$ cat src/design/dbi_pkg.sv
/*
 * Package for the decrement-branch / increment execution slice:
 * opcode encodings, lengths, cycle counts and carrier structs.
 * Assumes an 8051-style core feeds fetched bytes and owns RAM, PSW and ports.
 */
package dbi_pkg;
	// ----------------------------------------
	// opcode encodings
	// ----------------------------------------
	localparam logic [7:0] OP_INC_ACC = 8'h04;
	localparam logic [7:0] OP_INC_DIR = 8'h05;
	localparam logic [4:0] OP_INC_WREG_HI = 5'h01;
	localparam logic [4:0] OP_DBNZ_WREG_HI = 5'h1B;
	localparam logic [7:0] OP_DBNZ_DIR = 8'hD5;

	// ----------------------------------------
	// lengths and cycle counts
	// ----------------------------------------
	localparam logic [1:0] LEN_INC_ACC = 2'h1;
	localparam logic [1:0] LEN_INC_WREG = 2'h1;
	localparam logic [1:0] LEN_INC_DIR = 2'h2;
	localparam logic [1:0] LEN_DBNZ_WREG = 2'h2;
	localparam logic [1:0] LEN_DBNZ_DIR = 2'h3;
	localparam logic [1:0] CYC_INC = 2'h1;
	localparam logic [1:0] CYC_DBNZ = 2'h2;

	// ----------------------------------------
	// field layout and constants
	// ----------------------------------------
	localparam int WSEL_LSB = 0;
	localparam int WSEL_MSB = 2;
	localparam int BANK_LSB = 3;
	localparam logic [7:0] BYTE_ONE = 8'h01;
	localparam logic [7:0] BYTE_ZERO = 8'h00;
	localparam logic [7:0] SFR_BASE = 8'h80;

	typedef enum logic [2:0] {
		DBI_NONE,
		DBI_INC_ACC,
		DBI_INC_WREG,
		DBI_INC_DIR,
		DBI_DBNZ_WREG,
		DBI_DBNZ_DIR
	} dbi_op_t;

	// fetched instruction bytes as handed in by the core
	typedef struct packed {
		logic [7:0] opcode;
		logic [7:0] byte1;
		logic [7:0] byte2;
	} dbi_instr_t;

	// one byte write request towards RAM, SFR or port latch
	typedef struct packed {
		logic we;
		logic to_acc;
		logic to_port_latch;
		logic [7:0] addr;
		logic [7:0] data;
	} dbi_wr_t;
endpackage : dbi_pkg

$ cat src/design/dbi_exec.sv
/*
 * Execution slice for decrement-and-branch-if-nonzero and increment-by-one.
 * Assumes the core presents fetched bytes, the operand byte read from RAM,
 * SFR or the port output latch, the accumulator, bank select and PC, and
 * applies the write request and new PC when done_o pulses.
 */
// Functional notes
// - register decrement-branch: PC past instruction, decrement, branch if nonzero
// - direct decrement-branch: decrement byte, branch from updated PC if nonzero
// - direct decrement-branch: three bytes opcode, address, offset; two cycles
// - increment adds one; operand is the accumulator or by register or direct addressing
// - increment of 0FFH wraps to 00H with no carry indication
// - increments leave all status flags unchanged
// - port increment reads output latch, writes result back to latch
// - accumulator increment decoded from opcode 00000100
// - register increment is one byte 00001rrr, one cycle
// - direct increment is 00000101 plus address, one cycle
// - decrement of 00H wraps to 0FFH, branch taken, flags unchanged
// - target is advanced PC plus signed last instruction byte
`timescale 1ns/1ps
module dbi_exec (
	// clock and reset
	input wire logic clk_i,
	input wire logic nrst_i,
	// instruction issue
	input wire logic start_i,
	input wire dbi_pkg::dbi_instr_t instr_i,
	input wire logic [15:0] pc_i,
	input wire logic [1:0] bank_i,
	input wire logic [7:0] acc_i,
	input wire logic [7:0] operand_i,
	input wire logic [7:0] psw_i,
	// operand address, source hint, busy and accept handshake
	output logic [7:0] rd_addr_o,
	output logic rd_from_latch_o,
	output logic busy_o,
	output logic accept_o,
	// results
	output logic done_o,
	output logic [15:0] pc_o,
	output logic branch_o,
	output dbi_pkg::dbi_wr_t wr_o,
	output logic [7:0] psw_o
);
	// ----------------------------------------
	// decode
	// ----------------------------------------
	dbi_pkg::dbi_op_t dec_op;
	logic [1:0] dec_len;
	logic [1:0] dec_cyc;

	dbi_decode u_decode (
		.opcode_i(instr_i.opcode),
		.op_o(dec_op),
		.len_o(dec_len),
		.cycles_o(dec_cyc)
	);

	typedef enum logic [1:0] {ST_IDLE, ST_WAIT} dbi_state_t;

	dbi_state_t state_r, state_nxt;
	logic [1:0] cnt_r, cnt_nxt;
	logic done_r, done_nxt;
	logic [15:0] pc_r, pc_nxt;
	logic branch_r, branch_nxt;
	dbi_pkg::dbi_wr_t wr_r, wr_nxt;
	logic [7:0] psw_r, psw_nxt;

	logic [7:0] wreg_addr;
	logic [7:0] op_addr;
	logic [7:0] src;
	logic [7:0] inc_val;
	logic [7:0] dec_val;
	logic [15:0] pc_adv;
	logic [15:0] pc_rel;
	logic [7:0] rel_byte;

	// ----------------------------------------
	// operand addressing
	// ----------------------------------------
	// bank bits above the three-bit selector
	assign wreg_addr = {3'h0, bank_i, instr_i.opcode[dbi_pkg::WSEL_MSB:dbi_pkg::WSEL_LSB]};

	always_comb begin
		unique case (dec_op)
			dbi_pkg::DBI_INC_DIR, dbi_pkg::DBI_DBNZ_DIR: op_addr = instr_i.byte1;
			default: op_addr = wreg_addr;
		endcase
	end

	assign rd_addr_o = op_addr;
	// SFR-space operand: core must return the port output latch, not the pins
	assign rd_from_latch_o = (dec_op == dbi_pkg::DBI_INC_DIR || dec_op == dbi_pkg::DBI_DBNZ_DIR)
		&& (op_addr >= dbi_pkg::SFR_BASE);
	assign busy_o = (state_r != ST_IDLE);
	assign accept_o = start_i && (state_r == ST_IDLE) && (dec_op != dbi_pkg::DBI_NONE);

	// ----------------------------------------
	// arithmetic
	// ----------------------------------------
	assign src = (dec_op == dbi_pkg::DBI_INC_ACC) ? acc_i : operand_i;
	// 8-bit add drops the carry on purpose: 0FFH wraps to 00H silently
	assign inc_val = src + dbi_pkg::BYTE_ONE;
	// 00H wraps to 0FFH, which is nonzero and so branches
	assign dec_val = src - dbi_pkg::BYTE_ONE;
	assign pc_adv = pc_i + {14'h0, dec_len};
	// offset is in the last byte: byte1 for register form, byte2 for direct
	assign rel_byte = (dec_op == dbi_pkg::DBI_DBNZ_DIR) ? instr_i.byte2 : instr_i.byte1;
	assign pc_rel = pc_adv + {{8{rel_byte[7]}}, rel_byte};

	// ----------------------------------------
	// sequencing
	// ----------------------------------------
	// one-cycle ops finish straight from idle; two-cycle ops park in ST_WAIT
	always_comb begin
		state_nxt = state_r;
		cnt_nxt = cnt_r;
		done_nxt = 1'b0;
		unique case (state_r)
			ST_IDLE: begin
				if (accept_o) begin
					cnt_nxt = dec_cyc - dbi_pkg::CYC_INC;
					if (dec_cyc == dbi_pkg::CYC_INC) begin
						done_nxt = 1'b1;
					end else begin
						state_nxt = ST_WAIT;
					end
				end
			end
			ST_WAIT: begin
				// results were captured at accept; this cycle only pads timing
				// start_i is refused here, since accept_o needs idle
				cnt_nxt = cnt_r - dbi_pkg::CYC_INC;
				if (cnt_r == dbi_pkg::CYC_INC) begin
					done_nxt = 1'b1;
					state_nxt = ST_IDLE;
				end
			end
			// unused code of the state register: recover to idle
			default: state_nxt = ST_IDLE;
		endcase
	end

	always_ff @(posedge clk_i or negedge nrst_i) begin
		if (!nrst_i) begin
			state_r <= ST_IDLE;
			cnt_r <= '0;
			done_r <= 1'b0;
		end else begin
			state_r <= state_nxt;
			cnt_r <= cnt_nxt;
			done_r <= done_nxt;
		end
	end

	// ----------------------------------------
	// results
	// ----------------------------------------
	// captured at accept and held, so the core may pick them up late
	always_comb begin
		pc_nxt = pc_r;
		branch_nxt = branch_r;
		wr_nxt = wr_r;
		wr_nxt.we = 1'b0;
		psw_nxt = psw_r;
		if (accept_o) begin
			// flags pass straight through on every variant
			psw_nxt = psw_i;
			pc_nxt = pc_adv;
			branch_nxt = 1'b0;
			wr_nxt.we = 1'b1;
			wr_nxt.to_acc = 1'b0;
			wr_nxt.to_port_latch = rd_from_latch_o;
			wr_nxt.addr = op_addr;
			wr_nxt.data = inc_val;
			unique case (dec_op)
				dbi_pkg::DBI_INC_ACC: begin
					wr_nxt.to_acc = 1'b1;
				end
				dbi_pkg::DBI_INC_WREG, dbi_pkg::DBI_INC_DIR: begin
					wr_nxt.data = inc_val;
				end
				// decrement-branch forms: register and direct share this path
				default: begin
					wr_nxt.data = dec_val;
					if (dec_val != dbi_pkg::BYTE_ZERO) begin
						pc_nxt = pc_rel;
						branch_nxt = 1'b1;
					end
				end
			endcase
		end
	end

	always_ff @(posedge clk_i or negedge nrst_i) begin
		if (!nrst_i) begin
			pc_r <= '0;
			branch_r <= 1'b0;
			wr_r <= '0;
			psw_r <= '0;
		end else begin
			pc_r <= pc_nxt;
			branch_r <= branch_nxt;
			wr_r <= wr_nxt;
			psw_r <= psw_nxt;
		end
	end

	// ----------------------------------------
	// outputs
	// ----------------------------------------
	// results stand until the next accepted instruction; write strobe waits for done
	assign done_o = done_r;
	assign pc_o = pc_r;
	assign branch_o = branch_r;
	assign psw_o = psw_r;
	always_comb begin
		wr_o = wr_r;
		wr_o.we = done_r;
	end
endmodule : dbi_exec

$ cat src/design/dbi_decode.sv
/*
 * Opcode classifier for the slice: kind, length and cycle count.
 * Assumes the opcode byte is stable while exec start is presented.
 */
`timescale 1ns/1ps
module dbi_decode (
	// opcode
	input wire logic [7:0] opcode_i,
	// classification
	output dbi_pkg::dbi_op_t op_o,
	output logic [1:0] len_o,
	output logic [1:0] cycles_o
);
	always_comb begin
		op_o = dbi_pkg::DBI_NONE;
		len_o = 2'h0;
		cycles_o = 2'h0;
		if (opcode_i == dbi_pkg::OP_INC_ACC) begin
			op_o = dbi_pkg::DBI_INC_ACC;
			len_o = dbi_pkg::LEN_INC_ACC;
			cycles_o = dbi_pkg::CYC_INC;
		end else if (opcode_i == dbi_pkg::OP_INC_DIR) begin
			op_o = dbi_pkg::DBI_INC_DIR;
			len_o = dbi_pkg::LEN_INC_DIR;
			cycles_o = dbi_pkg::CYC_INC;
		end else if (opcode_i[7:3] == dbi_pkg::OP_INC_WREG_HI) begin
			op_o = dbi_pkg::DBI_INC_WREG;
			len_o = dbi_pkg::LEN_INC_WREG;
			cycles_o = dbi_pkg::CYC_INC;
		end else if (opcode_i == dbi_pkg::OP_DBNZ_DIR) begin
			op_o = dbi_pkg::DBI_DBNZ_DIR;
			len_o = dbi_pkg::LEN_DBNZ_DIR;
			cycles_o = dbi_pkg::CYC_DBNZ;
		end else if (opcode_i[7:3] == dbi_pkg::OP_DBNZ_WREG_HI) begin
			op_o = dbi_pkg::DBI_DBNZ_WREG;
			len_o = dbi_pkg::LEN_DBNZ_WREG;
			cycles_o = dbi_pkg::CYC_DBNZ;
		end
	end
endmodule : dbi_decode

$ cat config.mk
export PLATFORM = sky130hd
export DESIGN_NAME = dbi_exec
export DESIGN_NICKNAME = d
export VERILOG_FILES = /design/src/design/dbi_pkg.sv /design/src/design/dbi_exec.sv /design/src/design/dbi_decode.sv
export SDC_FILE = /design/constraint.sdc
export NUM_CORES = 1
export LEC_CHECK = 0
export BUFFER_PORTS_ARGS = -buffer_cell sky130_fd_sc_hd__buf_4
export CAP_MARGIN = 20
export CORE_ASPECT_RATIO = 1.75
export CORE_MARGIN = 5
export CORE_UTILIZATION = 47
export CTS_CLUSTER_DIAMETER = 30
export DETAILED_ROUTE_END_ITERATION = 6
export PLACE_DENSITY_LB_ADDON = 0.15
export SLEW_MARGIN = 20
export SYNTH_ARGS = -nofsm -noshare
export SYNTH_HDL_FRONTEND = slang
export SYNTH_HIERARCHICAL = 1
export SYNTH_SLANG_ARGS = --single-unit
$ cat constraint.sdc
create_clock -name clk_i -period 2.55 [get_ports clk_i]
set_input_delay 0.255 -clock clk_i [delete_from_list [all_inputs] [get_ports clk_i]]
set_output_delay 0.255 -clock clk_i [all_outputs]
set_load 0.03 [all_outputs]
==> results.md, run 1 <==
- The flow ran to the end, but the final reports show violations.
- The final reports fail on negative setup slack.
- The cell sitting at the root of the clock tree is a sky130_fd_sc_hd__clkbuf_16.
- The critical path required time is 2710 ps.
- The largest fanout on the critical path is 3.
- The portion of the clock cycle consumed by the worst path in the final layout is 1.50.
- The area of all placed cells without fillers is 0.00681 mm^2.
- The worst-case setup margin in the final layout is -1270 ps.
- The net count of the mapped netlist is 550.
- The congestion estimate from routability-driven global placement came to 0.938.
- The count of flip-flops with a built-in enable after synthesis is 0.
- Setup repair after global routing could not meet its margin everywhere.
- Before CTS, the worst setup slack after placement is -1720 ps.
- The largest buffer count on any clock path is 2.
- The cell row count is 43.
- The analysis attributes to cell leakage a power of between 0.003 and 0.004 uW.
- TritonCTS built the clock tree.
- The initial antenna violation count is 0.
- The remaining antenna violation count after routing is 0.
- The worst setup path is launched from an input port.
- After clock tree synthesis, the clock-pin slew on the worst setup and hold paths is around 70 ps.
- After synthesis the cells add up to 0.00385 mm^2.
- The number of antenna diodes in the final layout is 0.
- The share of the core filled with cells in the final layout is 0.855.
- After synthesis, the share of flip-flops with an asynchronous set or reset is 1.00.
- Detailed placement ended at an HPWL of 10.5 mm.
- The total I/O pin count is 125.
- The number of max-cap violations is 0.
- The count of mapped cells out of synthesis is 455.
- The max-slew violation count is 0.
- In the final layout, the share of cells above drive strength 1 is 0.555.
- Counting flops and latches in the post-synthesis netlist gives 46.
- The final count of negative-setup-slack endpoints is 29.
- The worst setup path is of the in -> reg kind.
- The number of warning messages in the yosys log is 6.
- The first detailed-routing pass took 4 iterations.
- Measured against its own limit, the worst slew margin works out to 0.583.
- Clock tree synthesis found a total of 46 sinks.
- The average instance in the mapped netlist occupies 8.45 um^2.
- The final period demand of the worst path is 3820 ps.
- The effective utilization at floorplan is 0.483.
- The die span in x is 78.4 um.
- After synthesis, the netlist uses 65 different library cells.
- After routing, the total negative slack on setup checks comes to -17150 ps.
- Dividing the detail-routed via count by the number of cells gives ~5.6.
- For the final database, setup skew stands at 9.78 ps.
- The first global-routing pass estimated 21.4 mm of wire.
- The area inside the core boundary is 0.00796 mm^2.
- The slew at the pin with the worst max-slew slack is 626 ps.
- The height of the die is 130 um.
- The global-route congestion overflow total is 0.
- The average wire per cell in the routed design is 18.7 um.
- The maximum clock frequency is 262 MHz.
- For the worst setup path, the data arrival time is just under 4000 ps.
- The layout net count is roughly 800.
- From synthesis to final layout, the design area changed by 77.0%.
- The count of input and output buffers is 124.
- Entering global routing, the biggest net connects 47 pins.
- The number of H-tree levels is 2.
- The sequential element share of the synthesized area is 0.299.
- The total die area is 0.0102 mm^2.
- The class of the worst hold path is in -> reg.
- The total power density per cell area is 578 mW/mm^2.
- The final route contains 4471 vias.
- In this run, the number of DRC markers left after iteration 0 of detailed routing was 192.
- For this run, the total global-route usage over all layers was measured as 0.268.
- The worst supply voltage drop on vdd is 0.482 mV.
- For this run, design rule violations remaining after detail routing come to 0.
- The final-report hold violation count is 0.
- TritonCTS created 5 clock buffers.
- Across all hold checks on the routed design, the worst slack comes to 150 ps.
- The dominant synthesized flop cell is sky130_fd_sc_hd__dfrtp_1.
- The clock insertion delay at the later pin of the skew report is 290 ps.
- The number of global-route vias before repair is between 4000 and 5000.
- The total detailed-routing wirelength is between 10 and 15 mm.
- In this run the cell area measured after placement is ~0.0058 mm^2.
- STA classifies the critical path endpoint as a register.
-- timing repair --
| action | in CTS | in global routing |
|---|---|---|
| hold buffers | 1 | 0 |
| setup buffers | 18 | 15 |
| hold endpoints to repair | 46 | 0 |
| endpoints found under the setup margin | 23 | 29 |
| resized for setup | 71 | 72 |
| cloned | 0 | 1 |
| pin swaps | 39 | 43 |
-- critical path: stages --
cell,delay [ps]
sky130_fd_sc_hd__buf_6,100
sky130_fd_sc_hd__or4_4,560
sky130_fd_sc_hd__o311ai_4,270
sky130_fd_sc_hd__ha_2,240
sky130_fd_sc_hd__inv_2,40
sky130_fd_sc_hd__fa_2,570
sky130_fd_sc_hd__inv_2,80
sky130_fd_sc_hd__fa_2,380
sky130_fd_sc_hd__a21o_1,210
sky130_fd_sc_hd__a21oi_2,140
sky130_fd_sc_hd__nor2b_1,80
sky130_fd_sc_hd__a221o_1,310
sky130_fd_sc_hd__a21o_1,180
sky130_fd_sc_hd__a2111o_1,360
sky130_fd_sc_hd__o21ai_1,110
sky130_fd_sc_hd__o31ai_1,90
-- sequential cells by signal, summed over array words and instances (netlist names) --
register	flops
pc_o	16
done_o	1
branch_o	1
cnt_r	2
state_r	1
wr_o	17
psw_o	8
-- cell families after synthesis --
kind of cell	share of synthesized area
AOI/OAI and AO/OA	0.169
xor gates and xnor gates	0.0790
adders and majority gates	0.0885
buffers and inverters	0.0433
DFF	0.299
muxes	0.0846
and+or+nand+nor	0.236
-- path summary, 6_finish.rpt --
| path | endpoint | start | slack (ps) | cells after the start |
|---|---|---|---|---|
| worst min-delay path | psw_o[0] | psw_i[0] | 150 | 3 |
| min in group asynchronous | wr_o[14] | nrst_i | 520 | 2 |
| max in group asynchronous | pc_o[6] | nrst_i | 1600 | 2 |
| worst min register to register | wr_o[8] | wr_o[8] | 480 | 2 |
| worst max register to register | pc_o[14] | state_r[0] | 1020 | 5 |
| worst max-delay path | pc_o[8] | instr_i[22] | -1270 | 16 |
-- where the power goes --
| group | switching (uW) | internal (uW) | total (uW) |
|---|---|---|---|
| combinational | 1200 | 897 | 2100 |
| clock | 294 | 389 | 683 |
| sequential | 163 | 990 | 1150 |
-- Yosys cell counts (all sizes together), types with 5 or more instances --
cell type  count  area share
inv           16       0.016
and3           5      0.0091
nand2         85       0.083
o31ai          9       0.020
ha            24       0.078
nor2          38       0.037
nor4           5      0.0098
nand3         13       0.017
dfrtp         46        0.30
a21oi         20       0.026
buf            8       0.015
o21ai         27       0.035
or3            6       0.010
xor2           9       0.020
mux2i         13       0.034
a31oi          9       0.015
nor3           9       0.012
clkbuf        12       0.012
xnor2         23       0.052
mux2          17       0.051
-- stage by stage --
stage                     instances  power, uW
final                           795       3940
after global routing            795       4140
after CTS                       782       3820
after detailed placement        756       3050
after global placement          756       3000
after floorplan                 455       2210
-- layout by cell type, fill, tap and decap left out, types with 6 or more instances in the layout --
| cell type | count |
|---|---|
| sky130_fd_sc_hd__a21oi_1 | 9 |
| sky130_fd_sc_hd__mux2i_1 | 6 |
| sky130_fd_sc_hd__mux2_2 | 10 |
| sky130_fd_sc_hd__xor2_1 | 7 |
| sky130_fd_sc_hd__o21ai_1 | 15 |
| sky130_fd_sc_hd__nand2_1 | 80 |
| sky130_fd_sc_hd__dfrtp_1 | 46 |
| sky130_fd_sc_hd__buf_6 | 28 |
| sky130_fd_sc_hd__o21ai_2 | 6 |
| sky130_fd_sc_hd__clkbuf_16 | 6 |
| sky130_fd_sc_hd__nor3_1 | 6 |
| sky130_fd_sc_hd__a31oi_1 | 8 |
| sky130_fd_sc_hd__nand3_1 | 12 |
| sky130_fd_sc_hd__ha_1 | 15 |
| sky130_fd_sc_hd__nor2_1 | 34 |
| sky130_fd_sc_hd__buf_4 | 225 |
| sky130_fd_sc_hd__xnor2_1 | 18 |
| sky130_fd_sc_hd__a21oi_2 | 9 |
| sky130_fd_sc_hd__inv_1 | 12 |
| sky130_fd_sc_hd__mux2_4 | 7 |
-- final cells by class --
type                            count  area, um^2
Tap cell                           90         113
Timing Repair Buffer              262        2160
Fill cell                         439        1150
Multi-Input combinational cell    372        3160
Sequential cell                    46        1150
Clock inverter                      2        12.5
Clock buffer                        6         139
Inverter                           17        71.3
-- layer usage --
| layer | track usage | vias up | part of all wire |
|---|---|---|---|
| li1 | - | 2119 | - |
| met1 | 0.248 | 2116 | 0.33 |
| met2 | 0.550 | 175 | 0.57 |
| met3 | 0.0306 | 61 | 0.045 |
| met4 | 0.145 | 0 | 0.052 |
| met5 | 0 | - | 0 |
Power figures use the tool's default switching activity.
==> inputs of run 2 (changes only) <==
--- a/config.mk
+++ b/config.mk
@@ -10,9 +10,9 @@
 export CORE_ASPECT_RATIO = 1.75
 export CORE_MARGIN = 5
 export CORE_UTILIZATION = 47
-export CTS_CLUSTER_DIAMETER = 30
 export DETAILED_ROUTE_END_ITERATION = 6
-export PLACE_DENSITY_LB_ADDON = 0.15
+export PLACE_DENSITY = 0.78
+export REMOVE_ABC_BUFFERS = 1
 export SLEW_MARGIN = 20
 export SYNTH_ARGS = -nofsm -noshare
 export SYNTH_HDL_FRONTEND = slang
==> run 2 against run 1 <==
Against the previous run: the flow still finishes with violations (negative setup slack); worst setup slack got worse by 340 ps; fmax decreased by 8.2%; clock power increased by 4.2%.
==> results.md, run 2 (synthesis gave the netlist of run 1 again) <==
- In the routed design, unresolved DRC markers number 0.
- The remaining antenna violation count after routing is 0.
- The most frequent cell on the critical path is sky130_fd_sc_hd__buf_4.
- At the worst endpoint, the arrival time is 4330 ps.
- The root cell of the clock tree is sky130_fd_sc_hd__clkbuf_16.
- The critical path in this run is classified as in -> reg.
- The number of buffers and inverters on the critical path is 4.
- For this run, the total global-route usage over all layers was measured as 0.357.
- In the final routed layout, each cell accounts on average for 27.4 um.
- Entering global routing, the biggest net connects 47 pins.
- Setup violations remaining at the end of the flow were counted as 27.
- The H-tree was split into 2 levels.
- Setup repair after global routing could not meet its margin everywhere.
- The initial antenna violation count came to 0.
- The layout cell share with drive strength beyond 1 is 0.586.
- The floorplan step defined a die boundary enclosing 0.0102 mm^2.
- Summed over all cells, the static leakage comes to 0.00334 uW.
- The most crowded layer after global routing is met2.
- The number of design-rule violations left by the first detailed-router iteration is roughly 620.
- The largest individual stage delay along the critical path comes from the cell sky130_fd_sc_hd__or4_4.
- The nature of the critical path endpoint is a register.
- The min-delay analysis places its worst path in the category in -> reg.
- The number of clock buffers added by TritonCTS is 5.
- The mean number of vias per cell is 6.82.
- The max-slew violation count was 0.
- The area inside the core boundary is 0.00796 mm^2.
- The wire length of the first global-routing pass is roughly 28 mm.
- The library cells used most frequently in the layout, excluding fill and tap cells, are sky130_fd_sc_hd__buf_4, sky130_fd_sc_hd__nand2_1, sky130_fd_sc_hd__dfrtp_1.
- The hold slack is 149 ps.
- In the finished design, the share of the clock period the worst path needs comes to 1.63.
- The final reports fail on negative setup slack.
- The headroom to the max-slew limit is 0.551.
- The largest buffer count on any clock path is 2.
- Across the routed clock network, the largest skew measured is roughly 10 ps.
- The worst supply voltage drop on vdd is 0.473 mV.
- The critical path required time is approximately 2700 ps.
- The delay contributed by the slowest stage of the critical path is 580 ps.
- The overall via count from detail_route is 5469.
- From left edge to right edge, the die measures 78.4 um.
- Relative to the synthesized area, the layout overhead comes to 79.8%.
- Of all nets on the critical path, the largest fanout is 3.
- For this design, the sink count on the clock tree is 46.
- For the pin with the worst max-slew slack, the measured transition is 673 ps.
- The run finished, with violations left.
- The flip-flop count of the largest register after layout is 17.
- The congestion estimate from routability-driven global placement came to between 0.8 and 0.9.
- The most common cell after layout, fill and taps aside is sky130_fd_sc_hd__buf_4.
- The number of global-route vias before repair is 5318.
- The length of the first detailed-routing pass in iterations is 6.
- The kind of launch point of the worst setup path is an input port.
- The total I/O pin count is 125.
- The met3 track utilization from global routing is 0.0591.
- The category of cells accounting for the largest share of critical-path delay is compound AO/OA/AOI/OAI gates.
- The height of the die is around 130 um.
- The detailed-placement wirelength estimate is 10.3 mm.
- The count of input and output buffers is roughly 120.
- The final-report hold violation count is 0.
- The total power density per cell area is 613 mW/mm^2.
- For this run, global-route usage on met1 was measured as 0.371.
- Power comes to 4240 uW.
- TritonCTS built the clock tree.
- For this block, the routed nets add up to 21.9 mm of wire.
- The total overflow left after global routing is 0.
- The met2 capacity usage during global routing is 0.627.
- The clock edge transition at the registers on the reported setup and hold paths is 70 ps.
- The routed design could run at a clock period as short as 4160 ps.
- The maximum clock frequency is 241 MHz.
- The effective utilization at floorplan is 0.483.
- The critical path goes through buf_6, or4_4, o311ai_4, ha_2, inv_2, fa_2, nor2b_4, nand2_2, xnor2_2, ha_1, buf_4, nor2b_2, a221o_1, a21boi_1, buf_4, o41ai_2, xnor2_1, o31ai_1.
- The clock insertion delay at the later pin of the skew report is 300 ps.
- Row generation in the floorplan step produced 43 rows.
- The layout net count is between 800 and 900.
- The number of max-cap violations is 0.
- Setup slack on the critical path of the routed design comes to -1610 ps.
- 0 antenna diodes ended up in the layout.
==> run 2: timing repair <==
| action | 4_1_cts | 5_1_grt |
|---|---|---|
| cloned | 0 | 0 |
| hold buffers | 1 | 0 |
| setup endpoints to repair | 30 | 38 |
| buffers inserted | 28 | 15 |
| hold endpoints to repair | 7 | 0 |
| pin swaps | 85 | 49 |
| gates resized for setup | 140 | 70 |
==> run 2: area by class of cell <==
class	instances	area, um^2
clock buffer	6	139
clock inverter	2	12.5
fill	317	1050
inverter	17	71.3
multi-input combinational	372	3250
sequential	46	1150
tap	90	113
timing repair buffer	269	2180
==> run 2: worst reg2reg max path: cells and delay by family, from the launching register on <==
family                 cells  cell delay [ps]
AO/OA/AOI/OAI              3              610
flip-flops                 1              510
AND/OR/NAND/NOR            2              410
buffers and inverters      1              170
==> run 2: routing by layer <==
metal  part of all wire  vias to the layer above
li1                   -                     2128
met1               0.31                     2555
met2               0.48                      563
met3               0.10                      223
met4               0.11                        0
met5                  0                        -
==> run 2: path summary, 6_finish.rpt <==
kind | from | slack [ps] | cells past startpoint | endpoint
min | psw_i[0] | 150 | 3 | psw_o[0]
max in group asynchronous | nrst_i | 1550 | 2 | psw_o[6]
min reg2reg | psw_o[2] | 510 | 2 | psw_o[2]
min in group asynchronous | nrst_i | 560 | 2 | wr_o[8]
max | instr_i[22] | -1610 | 18 | pc_o[12]
max reg2reg | state_r[0] | 750 | 6 | pc_o[14]
==> run 2: power breakdown <==
group | internal, uW | switching, uW | total (uW)
Clock | 390 | 322 | 712
Combinational | 917 | 1400 | 2320
Sequential | 990 | 220 | 1210
==> run 2: through the flow <==
step           setup TNS (ps)  setup WS [ps]  area (um^2)  utilization  cells
2_1_floorplan          -38350          -1710         3740            -    435
3_3_place_gp           -27290          -1700         5630        0.707    758
4_1_cts                -16340          -1160         6560        0.824    791
6_report               -22990          -1610         6920        0.869    802
5_1_grt                -23540          -1750         6920        0.869    802
3_5_place_dp           -31080          -1900         5630        0.707    758
==> inputs of run 3 (changes only) <==
--- a/config.mk
+++ b/config.mk
@@ -5,13 +5,15 @@
 export SDC_FILE = /design/constraint.sdc
 export NUM_CORES = 1
 export LEC_CHECK = 0
+export ABC_AREA = 1
 export BUFFER_PORTS_ARGS = -buffer_cell sky130_fd_sc_hd__buf_4
 export CAP_MARGIN = 20
 export CORE_ASPECT_RATIO = 1.75
 export CORE_MARGIN = 5
-export CORE_UTILIZATION = 47
+export CORE_UTILIZATION = 49
+export CTS_BUF_LIST = sky130_fd_sc_hd__clkbuf_4 sky130_fd_sc_hd__clkbuf_8
 export DETAILED_ROUTE_END_ITERATION = 6
-export PLACE_DENSITY = 0.78
+export PLACE_DENSITY = 0.8
 export REMOVE_ABC_BUFFERS = 1
 export SLEW_MARGIN = 20
 export SYNTH_ARGS = -nofsm -noshare
==> run 3 against run 2 <==
Against the previous run: the run still ends with negative setup slack left; combinational power rose by 9.5%; non-clock buffer count decreased by 5; core utilization is 1.9 points higher; total power increased by 1.7%; cell count grew 20%; first-iteration DRC count fell by 34%; via count increased by 4.8%; critical path depth up 9; critical path type unchanged; critical endpoint unchanged; highest routed layer unchanged.
==> results.md, run 3 <==
- The number of design-rule violations left by the first detailed-router iteration is 407.
- The mean instance size in the synthesized netlist is 6.60 um^2.
- The remaining antenna violation count after routing is 0.
- Counting instances in the post-synthesis netlist gives the leading cell types as sky130_fd_sc_hd__nand2_1, sky130_fd_sc_hd__inv_1, sky130_fd_sc_hd__nand3_1, sky130_fd_sc_hd__dfrtp_1, sky130_fd_sc_hd__nor2_1.
- Measured on the finished design, the core utilization comes to 0.887.
- The total clock buffers created by CTS is 5.
- The count of flip-flops with a built-in enable after synthesis is 0.
- The delay contributed by the slowest stage of the critical path is 370 ps.
- Measured against the total synthesized area, the mux share comes to 0.0139.
- The path length in cells of the critical path is 27.
- The critical path in this run is classified as in -> reg.
- For this design the top-level I/O count stands at between 100 and 150.
- In this run the tool buffered the top-level ports with 124 buffer cells.
- The biggest area contributor in the post-synthesis netlist is sky130_fd_sc_hd__dfrtp_1.
- The number of synthesized register bits is 46.
- Ranked by total cell area, the synthesized netlist is headed by sky130_fd_sc_hd__dfrtp_1, sky130_fd_sc_hd__nand2_1, sky130_fd_sc_hd__nand3_1.
- The number of global-route vias before repair is 5366.
- The post-synthesis adder-cell area fraction is 0.0842.
- The CTS tree is done.
- The cell area that synthesis handed to floorplanning was 0.00404 mm^2.
- The headroom to the max-slew limit is 0.576.
- Based on the critical path, the design can be clocked at up to 326 MHz.
- In the final routed layout, each cell accounts on average for approximately 21 um.
- The clock edge transition at the registers on the reported setup and hold paths is 90 ps.
- The die covers 0.0102 mm^2.
- The count of placed standard cells in the final layout, fillers left out is 961.
- The final reports fail on negative setup slack.
- The mean number of vias per cell is 5.96.
- The nature of the critical path endpoint is a register.
- The final total negative setup slack is -6390 ps.
- The register-to-register setup slack is 960 ps.
- The clock net in this run drives a total of 46 sinks.
- The total power density per cell area is 593 mW/mm^2.
- The leading cell type by number of instances after synthesis is sky130_fd_sc_hd__nand2_1.
- The first global-routing pass estimated 25.2 mm of wire.
- The clock insertion delay at the later pin of the skew report is around 320 ps.
- The simple-gate portion of the synthesized area is 0.385.
- The run finished, with violations left.
- By instance count, the cell type seen most on the critical path is sky130_fd_sc_hd__nand2_1.
- Max-cap violations in this run came to 0.
- The most common cell after layout, fill and taps aside is sky130_fd_sc_hd__buf_4.
- The area inside the core boundary is 0.00820 mm^2.
- The residual DRC count is 0.
- The largest fanout on the critical path is 4.
- The global-route congestion overflow total is 0.
- Broken down by cell family, the worst path's largest delay share belongs to simple AND/OR/NAND/NOR gates.
- The clock passes through at most 2 buffers.
- The post-place setup slack is -1100 ps.
- The layout net count is 963.
- Of the post-synthesis cell area, the dominant cell type holds 0.285.
- Of the total synthesized cell area, the portion taken by XOR and XNOR cells is 0.0433.
- The initial antenna violation count was 0.
- The cell sitting at the root of the clock tree is a sky130_fd_sc_hd__clkbuf_8.
- The final count of negative-setup-slack endpoints is 23.
- The height of the die is around 130 um.
- The depth of the worst register-to-register path is 8.
- The critical path starts at instr_i[21].
- In this run the critical register-to-register path is launched from state_r[0].
- The layout cell share with drive strength beyond 1 is 0.537.
- Across all layers, the routed design uses 5731 vias.
- Across all setup checks in the final design, the least slack found is -516 ps.
- Counting I/O delays and the setup requirement, the final critical path takes 3070 ps.
- In this run the horizontal extent of the chip is 78.7 um.
- The final-report hold violation count is 0.
- On the final layout, the worst clock skew is 15.2 ps.
- Dividing the final minimum period by the clock period gives 1.20.
- The routability congestion estimate is 0.902.
- The kind of launch point of the worst setup path is an input port.
- After synthesis, the largest family of logic cells by area is simple AND/OR/NAND/NOR gates.
- The area growth from synthesis to final layout is 80.1%.
- The slew at the pin with the worst max-slew slack is 635 ps.
- The number of warning messages in the yosys log is 6.
- The repair_antennas step left the layout with diodes totalling 0.
- For this design, the slowest cell found on the critical path is sky130_fd_sc_hd__fa_2.
- The compound-gate portion of the synthesized area was 0.0907.
- Setup repair after global routing could not meet its margin everywhere.
- The arrival time at the worst endpoint is 3280 ps.
- The static power due to leakage is just under 0.004 uW.
- For this run, the total global-route usage over all layers was measured as 0.312.
- The count of mapped cells out of synthesis is 612.
- The number of buffers and inverters on the critical path is 7.
- For the worst setup path, the data required time is 2770 ps.
- The path class of the tightest hold or removal check is in -> reg.
- VDD sags by at most 0.430 mV.
- The total instance count after detailed placement is 909.
- For this run, the leading register cell type out of synthesis is sky130_fd_sc_hd__dfrtp_1.
- The total detailed-routing wirelength is 19.7 mm.
- Counting the fill cells in the layout gives 390.
- The register with the most flip-flops in the layout has 17 of them.
- The pin count of the biggest net entering global routing is 47.
- The max-slew violation count was 0.
- The reg-to-reg endpoint is cnt_r[1].
- For this run, the register share of the synthesized area comes to 0.285.
- The share of synthesized flip-flops with an asynchronous set or reset is 1.00.
- For this configuration, the core starts out at a cell density of 0.493.
- The capturing instance or port of the critical path is pc_o[12].
- The distinct cell type count after synthesis is 38.
- The library cells used most frequently in the layout, excluding fill and tap cells, are sky130_fd_sc_hd__buf_4, sky130_fd_sc_hd__nand2_1, sky130_fd_sc_hd__inv_1.
- Detailed placement ended at an HPWL of ~11 mm.
- The number of H-tree levels is 2.
- The length of the first detailed-routing pass in iterations is 5.
- The floorplan has 44 rows.
run 3: cell count changes in the layout (fill, tap and decap cells not counted), moves of 17 or more:
cell | before | now
sky130_fd_sc_hd__nand3_1 | 11 | 34
sky130_fd_sc_hd__nand3_2 | 1 | 23
sky130_fd_sc_hd__inv_1 | 11 | 51
sky130_fd_sc_hd__nand2_1 | 75 | 167
sky130_fd_sc_hd__nand2_2 | 7 | 30
sky130_fd_sc_hd__nand2_4 | 3 | 20
run 3: metal layers:
| metal | share of wire | GRT usage | wire length [um] | vias to the layer above |
|---|---|---|---|---|
| met5 | 0 | 0 | 0 | - |
| met4 | 0.089 | 0.189 | 1760 | 0 |
| met3 | 0.066 | 0.0373 | 1300 | 149 |
| met2 | 0.51 | 0.596 | 10100 | 396 |
| met1 | 0.33 | 0.318 | 6530 | 2721 |
| li1 | - | - | - | 2465 |
run 3: stage by stage:
stage               hold slack [ps]  total power [uW]  area [um^2]
floorplan                     -40.6              2440         3960
global placement                297              3330         5770
detailed placement              310              3390         5770
CTS                             132              4060         6760
global route                    130              4520         7280
finish                          130              4310         7280
run 3: worst min-delay path: stages:
cell                      delay, ps
sky130_fd_sc_hd__buf_4           70
sky130_fd_sc_hd__nand2_1         40
sky130_fd_sc_hd__nand2_1         40
run 3: final cells by class:
| type | instances | area (um^2) | share of cell area |
|---|---|---|---|
| clock buffers | 7 | 90.1 | 0.0124 |
| clock inverters | 1 | 5.00 | 0.000688 |
| inverters | 82 | 360 | 0.0495 |
| multi-input cells | 469 | 3390 | 0.465 |
| flip-flops and latches | 46 | 1150 | 0.158 |
| well taps | 92 | 115 | 0.0158 |
| repair buffers | 264 | 2170 | 0.298 |
run 3: logic make-up after synthesis:
family | after synthesis
xor+xnor | 20
flops | 46
buf+inv | 97
compound gates | 66
fa+ha+maj | 26
simple gates | 352
mux | 5
run 3: what timing repair did:
| action | in CTS | in global routing |
|---|---|---|
| hold endpoints to repair | 46 | 0 |
| pin swaps | 81 | 49 |
| gates cloned | 0 | 1 |
| setup endpoints to repair | 16 | 31 |
| buffers inserted | 32 | 24 |
| hold buffers | 1 | 0 |
| gates resized for setup | 174 | 106 |
run 3: how the worst min path moves through the flow:
| stage | from | end | slack (ps) | cells after the start |
|---|---|---|---|---|
| finish | psw_i[5] | psw_o[5] | 130 | 3 |
| floorplan | nrst_i | branch_o | -40 | 0 |
| detailed placement | nrst_i | psw_o[0] | 310 | 1 |
| CTS | psw_i[5] | psw_o[5] | 130 | 3 |
| global route | psw_i[0] | psw_o[0] | 130 | 3 |
| global placement | nrst_i | psw_o[2] | 300 | 1 |
run 3: power by group:
part	internal, uW	switching, uW
registers	1050	218
clock network	230	276
logic	1000	1540
total	2280	2030
